**src/spi_pkg.sv**
```systemverilog
/*
 * shared types and constants for the master spi transfer block.
 * assumes a single 40 MHz core clock and no register bus.
 */
package spi_pkg;
    localparam int unsigned core_clk_mhz = 40;
    localparam int unsigned frame_bits = 8;
    localparam logic [11:0] divisor_reset = 12'h000;
    localparam logic [7:0] byte_reset = 8'h00;
    localparam logic [3:0] bit_count_reset = 4'h0;
    localparam logic [1:0] rx_level_max = 2'h2;

    // software-facing configuration
    typedef struct packed {
        logic transmitter_on;
        logic receiver_on;
        logic clock_polarity_bit;
        logic clock_phase_bit;
        logic bit_order_bit;
        logic [11:0] baud_divisor;
    } spi_cfg_t;

    // status flags as seen in status_control_a
    typedef struct packed {
        logic rx_complete_flag;
        logic tx_complete_flag;
        logic tx_buffer_empty_flag;
        logic frame_error_flag;
        logic data_overrun_flag;
        logic parity_error_flag;
    } spi_status_t;

    // serial pins; output enables are high while driven
    typedef struct packed {
        logic serial_out;
        logic serial_out_oe;
        logic transfer_clock;
        logic transfer_clock_oe;
    } spi_pins_t;

    typedef enum logic [1:0] {st_idle, st_lead, st_trail} shift_state_t;
endpackage : spi_pkg

```
**src/baud_gen.sv**
```systemverilog
/*
 * baud divisor counter producing a one-cycle half-bit enable.
 * assumes the divisor is stable while a frame shifts.
 */
`timescale 1ns/1ps
module baud_gen (
    input wire logic core_clk,
    input wire logic resetn,
    input wire logic run,
    input wire logic [11:0] baud_divisor,
    output logic half_tick
);
    import spi_pkg::*;

    typedef struct packed {
        logic [11:0] count;
        logic tick;
    } baud_state_t;

    baud_state_t state_reg;
    baud_state_t state_next;

    // half period = divisor + 1 cycles, so bit rate = fclk/(2(d+1))
    always_comb begin
        state_next = state_reg;
        state_next.tick = 1'b0;
        if (!run) begin
            state_next.count = divisor_reset;
        end else if (state_reg.count >= baud_divisor) begin
            state_next.count = divisor_reset;
            state_next.tick = 1'b1;
        end else begin
            state_next.count = state_reg.count + 12'h001;
        end
    end

    always_ff @(posedge core_clk or negedge resetn) begin
        if (!resetn) begin
            state_reg <= '0;
        end else begin
            state_reg <= state_next;
        end
    end

    assign half_tick = state_reg.tick;
endmodule : baud_gen

```
**src/in_sync.sv**
```systemverilog
/*
 * two flip-flop synchroniser for the serial input pin.
 * assumes the pin is asynchronous to core_clk.
 */
`timescale 1ns/1ps
module in_sync (
    input wire logic core_clk,
    input wire logic resetn,
    input wire logic pin_in,
    output logic pin_sync
);
    typedef struct packed {
        logic first;
        logic second;
    } sync_state_t;

    sync_state_t state_reg;
    sync_state_t state_next;

    always_comb begin
        state_next.first = pin_in;
        state_next.second = state_reg.first;
    end

    always_ff @(posedge core_clk or negedge resetn) begin
        if (!resetn) begin
            state_reg <= '0;
        end else begin
            state_reg <= state_next;
        end
    end

    assign pin_sync = state_reg.second;
endmodule : in_sync

```
**src/spi_master.sv**
```systemverilog
/*
 * master-only spi transfer engine with a double-buffered transmitter
 * and a two-level receive buffer; all control and status are ports.
 * assumes software writes and reads the data location by strobes on
 * core_clk and keeps configuration stable while a frame is in flight.
 */
// What this block does
// - transmitter on drives serial_out from shifter
// - receiver optional, enabled by receiver_on
// - receiver on feeds serial_in into shifter
// - transfer clock pin clocks both directions
// - only data writes start a transfer
// - buffered byte loads when shifter ready
// - overflow drops newest byte, keeps older ones
// - rx/tx complete, buffer empty flags as usual
// - frame, overrun, parity flags read zero
// - disabling transmitter or receiver as usual
// - transmit path double buffered
// - receive path one extra buffer level
// - no collision flag, no double speed bit
// - master only, no slave select input
// - polarity and phase pick four spi modes
// - eight bits, selectable order both directions
// - clock rate fclk over 2(divisor+1)
`timescale 1ns/1ps
module spi_master (
    input wire logic core_clk,
    input wire logic resetn,
    input spi_pkg::spi_cfg_t cfg,
    input wire logic data_write,
    input wire logic [7:0] data_write_byte,
    input wire logic data_read,
    input wire logic tx_complete_clear,
    input wire logic serial_in_pin,
    output logic [7:0] data_read_byte,
    output spi_pkg::spi_status_t status,
    output spi_pkg::spi_pins_t pins,
    output logic rx_complete_irq,
    output logic tx_complete_irq,
    output logic tx_empty_irq
);
    import spi_pkg::*;

    typedef struct packed {
        shift_state_t phase;
        // holding register in front of the shifter
        logic [7:0] tx_buf;
        logic tx_full;
        logic [7:0] tx_shift;
        logic [7:0] rx_shift;
        logic [3:0] bit_count;
        // two-entry receive queue, rx_buf0 is the oldest
        logic [7:0] rx_buf0;
        logic [7:0] rx_buf1;
        logic [1:0] rx_level;
        logic tx_done;
        logic sck;
        logic sdo;
        logic sdo_oe;
        logic sck_oe;
        logic [7:0] read_byte;
        spi_status_t flags;
        logic txe_irq;
    } master_state_t;

    // power-on contents; serial_out starts high, buffer empty
    localparam master_state_t state_reset = '{
        phase: st_idle,
        tx_buf: byte_reset,
        tx_full: 1'b0,
        tx_shift: byte_reset,
        rx_shift: byte_reset,
        bit_count: bit_count_reset,
        rx_buf0: byte_reset,
        rx_buf1: byte_reset,
        rx_level: 2'h0,
        tx_done: 1'b0,
        sck: 1'b0,
        sdo: 1'b1,
        sdo_oe: 1'b0,
        sck_oe: 1'b0,
        read_byte: byte_reset,
        flags: '{tx_buffer_empty_flag: 1'b1, default: 1'b0},
        txe_irq: 1'b0
    };

    master_state_t state_reg;
    master_state_t state_next;
    // half-bit strobe, divisor+1 cycles apart
    logic half_tick;
    logic serial_in_sync;
    logic shifting;

    // pick the outgoing bit for the chosen order
    function automatic logic out_bit(input logic [7:0] v, input logic lsb);
        out_bit = lsb ? v[0] : v[7];
    endfunction : out_bit

    // shift away the sent bit for the chosen order
    function automatic logic [7:0] shift_out(input logic [7:0] v,
                                             input logic lsb);
        shift_out = lsb ? {1'b0, v[7:1]} : {v[6:0], 1'b0};
    endfunction : shift_out

    // place a sampled bit for the chosen order
    function automatic logic [7:0] shift_in(input logic [7:0] v,
                                            input logic lsb, input logic b);
        shift_in = lsb ? {b, v[7:1]} : {v[6:0], b};
    endfunction : shift_in

    // registered status view of the buffers
    function automatic spi_status_t flags_of(input logic [1:0] level,
                                             input logic full,
                                             input logic done);
        flags_of.rx_complete_flag = |level;
        flags_of.tx_complete_flag = done;
        flags_of.tx_buffer_empty_flag = !full;
        flags_of.frame_error_flag = 1'b0;
        flags_of.data_overrun_flag = 1'b0;
        flags_of.parity_error_flag = 1'b0;
    endfunction : flags_of

    assign shifting = state_reg.phase != st_idle;

    baud_gen u_baud (
        .core_clk(core_clk),
        .resetn(resetn),
        .run(shifting),
        .baud_divisor(cfg.baud_divisor),
        .half_tick(half_tick)
    );

    // only the pin crosses domains; cfg is on core_clk
    in_sync u_sync (
        .core_clk(core_clk),
        .resetn(resetn),
        .pin_in(serial_in_pin),
        .pin_sync(serial_in_sync)
    );

    always_comb begin
        logic sample_now;
        logic frame_end;
        logic rx_push;
        logic [7:0] rx_word;
        sample_now = 1'b0;
        frame_end = 1'b0;
        rx_push = 1'b0;
        rx_word = state_reg.rx_shift;
        state_next = state_reg;

        // pin ownership follows the transmitter enable
        state_next.sdo_oe = cfg.transmitter_on;
        state_next.sck_oe = cfg.transmitter_on;

        // read pops the oldest byte from the receive buffer
        if (data_read && state_reg.rx_level != 2'h0) begin
            state_next.rx_buf0 = state_reg.rx_buf1;
            state_next.rx_level = state_reg.rx_level - 2'h1;
        end

        // data write queues a byte; only this starts transfers
        if (data_write && cfg.transmitter_on && !state_reg.tx_full) begin
            state_next.tx_buf = data_write_byte;
            state_next.tx_full = 1'b1;
        end

        case (state_reg.phase)
            st_idle: begin
                state_next.sck = cfg.clock_polarity_bit;
                if (state_reg.tx_full && cfg.transmitter_on) begin
                    state_next.tx_shift = state_reg.tx_buf;
                    // writes are refused while full, so it frees
                    state_next.tx_full = 1'b0;
                    state_next.bit_count = bit_count_reset;
                    state_next.phase = st_lead;
                    state_next.tx_done = 1'b0;
                    // phase 0 sets up the first bit before the lead edge
                    state_next.sdo = out_bit(state_reg.tx_buf,
                                             cfg.bit_order_bit);
                end
            end
            st_lead: begin
                if (half_tick) begin
                    state_next.sck = ~cfg.clock_polarity_bit;
                    state_next.phase = st_trail;
                    // phase 1 sets up each bit on the lead edge
                    if (cfg.clock_phase_bit) begin
                        state_next.sdo = out_bit(state_reg.tx_shift,
                                                 cfg.bit_order_bit);
                    end else begin
                        sample_now = 1'b1;
                    end
                end
            end
            st_trail: begin
                if (half_tick) begin
                    state_next.sck = cfg.clock_polarity_bit;
                    if (cfg.clock_phase_bit) begin
                        sample_now = 1'b1;
                    end
                    state_next.tx_shift = shift_out(state_reg.tx_shift,
                                                    cfg.bit_order_bit);
                    state_next.bit_count = state_reg.bit_count + 4'h1;
                    // frame ends on the eighth trailing edge
                    if (state_reg.bit_count == 4'(frame_bits - 1)) begin
                        frame_end = 1'b1;
                        state_next.phase = st_idle;
                    end else begin
                        state_next.phase = st_lead;
                        // phase 0 sets up the next bit here
                        if (!cfg.clock_phase_bit) begin
                            state_next.sdo = out_bit(
                                shift_out(state_reg.tx_shift,
                                          cfg.bit_order_bit),
                                cfg.bit_order_bit);
                        end
                    end
                end
            end
            default: begin
                // stray encoding falls back to idle
                state_next.phase = st_idle;
            end
        endcase

        // input lags two sync flops; divisor 2 or more
        if (sample_now && cfg.receiver_on) begin
            state_next.rx_shift = shift_in(state_reg.rx_shift,
                                           cfg.bit_order_bit,
                                           serial_in_sync);
            rx_word = state_next.rx_shift;
        end

        // a finished frame enters the buffer unless it is full
        if (frame_end && cfg.receiver_on) begin
            rx_push = 1'b1;
        end
        if (rx_push && state_next.rx_level != rx_level_max) begin
            if (state_next.rx_level == 2'h0) begin
                state_next.rx_buf0 = rx_word;
            end else begin
                state_next.rx_buf1 = rx_word;
            end
            state_next.rx_level = state_next.rx_level + 2'h1;
        end // overflowing newest frame is dropped

        // tx complete: frame out with nothing queued; set wins clear
        if (tx_complete_clear) begin
            state_next.tx_done = 1'b0;
        end
        // a byte written in the same cycle counts as waiting
        if (frame_end && !state_next.tx_full) begin
            state_next.tx_done = 1'b1;
        end

        // disabling flushes as in the asynchronous mode
        if (!cfg.transmitter_on) begin
            state_next.phase = st_idle;
            state_next.tx_full = 1'b0;
            state_next.sck = cfg.clock_polarity_bit;
        end
        if (!cfg.receiver_on) begin
            state_next.rx_level = 2'h0;
        end

        state_next.read_byte = state_next.rx_buf0;

        // flags are registered so every output is a flop
        state_next.flags = flags_of(state_next.rx_level, state_next.tx_full,
                                    state_next.tx_done);
        state_next.txe_irq = !state_next.tx_full && state_next.sdo_oe;
    end

    always_ff @(posedge core_clk or negedge resetn) begin
        if (!resetn) begin
            state_reg <= state_reset;
        end else begin
            state_reg <= state_next;
        end
    end

    // pins and status straight from registers
    always_comb begin
        data_read_byte = state_reg.read_byte;
        status = state_reg.flags;
        pins.serial_out = state_reg.sdo;
        pins.serial_out_oe = state_reg.sdo_oe;
        pins.transfer_clock = state_reg.sck;
        pins.transfer_clock_oe = state_reg.sck_oe;
        rx_complete_irq = state_reg.flags.rx_complete_flag;
        tx_complete_irq = state_reg.tx_done;
        tx_empty_irq = state_reg.txe_irq;
    end
endmodule : spi_master

```
**config.mk**
```make
export PLATFORM = sky130hd
export DESIGN_NAME = spi_master
export DESIGN_NICKNAME = d
export VERILOG_FILES = /design/src/spi_pkg.sv /design/src/baud_gen.sv /design/src/in_sync.sv /design/src/spi_master.sv
export SDC_FILE = /design/constraint.sdc
export NUM_CORES = 1
export LEC_CHECK = 0
export BUFFER_PORTS_ARGS = -buffer_cell sky130_fd_sc_hd__buf_2
export CORE_UTILIZATION = 57
export CTS_CLUSTER_DIAMETER = 150
export CTS_CLUSTER_SIZE = 30
export DETAILED_ROUTE_END_ITERATION = 10
export PLACE_DENSITY_LB_ADDON = 0.05
export RECOVER_POWER = 50
export SYNTH_ARGS = -nofsm -noshare
export SYNTH_HDL_FRONTEND = slang
export SYNTH_HIERARCHICAL = 1
export SYNTH_SLANG_ARGS = --single-unit
export TNS_END_PERCENT = 5
```
**constraint.sdc**
```tcl
create_clock -name core_clk -period 3.3 [get_ports core_clk]
set_input_delay 0.165 -clock core_clk [delete_from_list [all_inputs] [get_ports core_clk]]
set_output_delay 0.165 -clock core_clk [all_outputs]
set_load 0.02 [all_outputs]
```
==> out/results.txt <==
outcome -> finished, violations left
failing checks -> capacitance limit, slew limit
initial antenna violation count -> 0
clk buf depth -> 2
CP max stage delay -> 650 ps
Post-Synthesis Cells -> 364
die height -> 86.91 microns
R2R Path Start -> state_reg[67]
vias -> 2679
final hold violation count -> 0
Switching Fraction -> 35.13%
Avg WL per Cell -> 14.61 microns
FFs w/ async S/R, synth -> 100.0%
Ports -> 52
H-tree depth -> 3
Post-CTS Setup Repair Bufs -> 0
worst hold path depth -> 2
RSZ-0062 raised after global routing -> no
crit share post-route -> 78.89%
largest net degree at the start of global routing -> 72
post-route total power -> 0.002619 W
Starting DRT DRC Count -> 149
Antenna Diode Count -> 0
post-synth cell types -> 58
Placed Instances -> 481
routability congestion estimate -> 0.8177
# rows -> 30
Warnings, synthesis -> 6
flops & latches, synth -> 71
Util after Layout -> 64.95%
sequential share of power -> 42.1%
top_reg_cell synth -> dfrtp_1
Crit Path Class -> flip-flop to flip-flop
Area after DPL -> 4265 sq um
dpl hpwl -> 5095 microns
DRT Pass-1 Iters -> 4
Post-DRT Antenna Nets -> 0
CTS root buf -> clkbuf_8
setup_tns -> 0 ps
Post-route DRC -> 0
clock power share -> 26.9%
NetSw -> 0.0009202 W
Die X -> 86.91 microns
Critical Path Start -> state_reg[67]
min-delay src -> data_write_byte[0]
Reg clk slew, reported paths -> 80 ps
critical-path cell list -> inv_1 -> ha_1 -> ha_1 -> nand4b_4 -> nand2_2 -> o21ai_2 -> mux2_2
syn_area_per_cell -> 11.29 sq um
Pleak -> 2.194 nW
CTS tree -> built
P_int -> 0.001699 W
CP max-delay cell -> ha_1
I/O Buffers -> 48
GRT overflow -> 0
area of the die -> 7552 sq um
Layout area overhead -> 8.587%
pins over their slew limit -> 72
vias in the first global route -> 2662
Num CTS Buffers -> 9
CP Max Fanout -> 18
Crit. End Element -> flip-flop
Tightest Pin Transition -> 1727 ps
Area contributors post-synth -> dfrtp_1 42%, mux2_2 11%, ha_1 7.0%
Worst Skew -> 16.02 ps
nets -> 451
first-pass GRT wire length -> 12610 microns
pwr/cell area -> 587.1 nW/um^2
max cap viols -> 1
total global-route track usage -> 21.58%
WP data arrival -> 2840 ps
number of synthesized flops with an enable pin -> 0
top-area cell type share of the netlist area -> 42.02%
cell mode on critical path -> ha_1
Final min period -> 2603 ps
Gate power share -> 31.0%
worst skew pair latency -> 340 ps
Num Clock Sinks -> 71
finished layout cell area -> 4462 sq um
Core ar. -> 6869 sq um
Cell Area, Synth -> 4109 sq um
Routed Wire Length -> 7275 microns
post-DR vias/cell -> 5.380
Setup crit start kind -> flip-flop
max reg flops -> 41
setup violators final -> 0
sequential fraction of the synthesis area -> 43.30%
commonest cells after routing, fill and taps aside -> 69 x dfrtp_1, 41 x mux2_2, 41 x buf_2, 26 x inv_1, 23 x ha_1
Worst Hold Class -> input port to flip-flop
initial core utilization -> 59.82%
Filler cells -> 582
Worst slew margin -> -15.15%
maximum VDD drop -> 0.2780 mV
cell accounting for the most synthesized area -> dfrtp_1
most common cell after layout, fill and taps aside -> dfrtp_1
layout cells sized above 1 -> 35.07%
reg2reg path depth -> 7
Critical Path RT -> 3540 ps
Layout Cells excl Fill -> 498
Max Clock Freq -> 384.1 MHz
## layout make-up
class | count | area (sq um) | share of cell area, %
clock inverter | 5 | 56.30 | 1.262
sequential | 71 | 1779 | 39.88
timing repair buffer | 50 | 246.5 | 5.524
clock buffer | 11 | 141.4 | 3.169
tap | 96 | 120.1 | 2.692
multi-input combinational | 238 | 2017 | 45.20
inverter | 27 | 101.3 | 2.271
## power groups by stage
stage	Clock [W]	Combinational [W]	Sequential [W]
floorplan	0	0.000683	0.00109
global placement	0	0.000796	0.00111
detailed placement	0	0.000815	0.00112
CTS	0.000719	0.000819	0.00110
global route	0.000755	0.000921	0.00112
finish	0.000705	0.000812	0.00110
## worst paths after layout
check / endpoint / slack, ps
setup / recovery: state_reg[22] / 700
hold / removal: state_reg[59] / 50
setup reg to reg: state_reg[22] / 700
hold reg to reg: u_sync/pin_sync / 350
max in group asynchronous: state_reg[40] / 1900
min in group asynchronous: state_reg[59] / 370
## repair_timing
| item | in CTS | in global routing |
|---|---|---|
| hold buffers | 1 | 0 |
| setup endpoints to repair | 0 | 0 |
| gates resized for setup | 0 | 0 |
| hold endpoints to repair | 1 | 0 |
## metal layers
metal | up-vias | GRT usage, % | wire length [microns]
li1 | 1330 | - | -
met1 | 1288 | 29.71 | 3682
met2 | 53 | 34.57 | 3261
met3 | 8 | 4.645 | 248
met4 | 0 | 5.909 | 83
met5 | - | 0 | 0
## cell usage after synthesis, types with 2 or more instances
library cell	number
dfrtp_1	69
mux2_2	41
inv_1	26
buf_4	23
ha_1	23
nor2_1	17
a21oi_1	16
mux2i_1	13
nand2_1	11
xnor2_1	11
nor3_2	10
nand2_2	9
nor3_1	8
o21ai_2	8
nand3_1	7
o21ai_0	7
a22oi_1	6
buf_2	4
a21o_1	3
a31oi_1	2
a32oi_1	2
and2_1	2
and3_1	2
buf_6	2
dfstp_2	2
nand4_1	2
nor3b_1	2
o21a_1	2
o21ai_1	2
o22ai_1	2
o31ai_1	2
xor2_1	2
## worst max-delay path: cells and delay by family (launching register included)
kind	cells	cell delay, ps
AND/OR/NAND/NOR	2	570
buffers and inverters	1	100
adder cells (fa/ha/maj)	2	1020
flip-flops	1	440
AO/OA/AOI/OAI	1	80
multiplexers	1	270
## kinds of logic after synthesis
kind of cell,after synthesis,share of synthesized area (%)
simple gates,82,13.18
flops,71,43.30
compound gates,62,11.05
buf+inv,57,7.795
mux,54,14.40
fa+ha+maj,23,7.004
xor+xnor,14,3.167
other cells,1,0.09126
## through the flow
stage / worst slack (ps) / hold slack (ps)
final: 696.7 / 50.90
after floorplan: 1171 / -130.6
after CTS: 704.8 / 33.08
after global placement: 771.6 / 273.3
after detailed placement: 690.0 / 274.3
after global routing: 524.4 / 41.81
(Power assumes the default switching activity.)
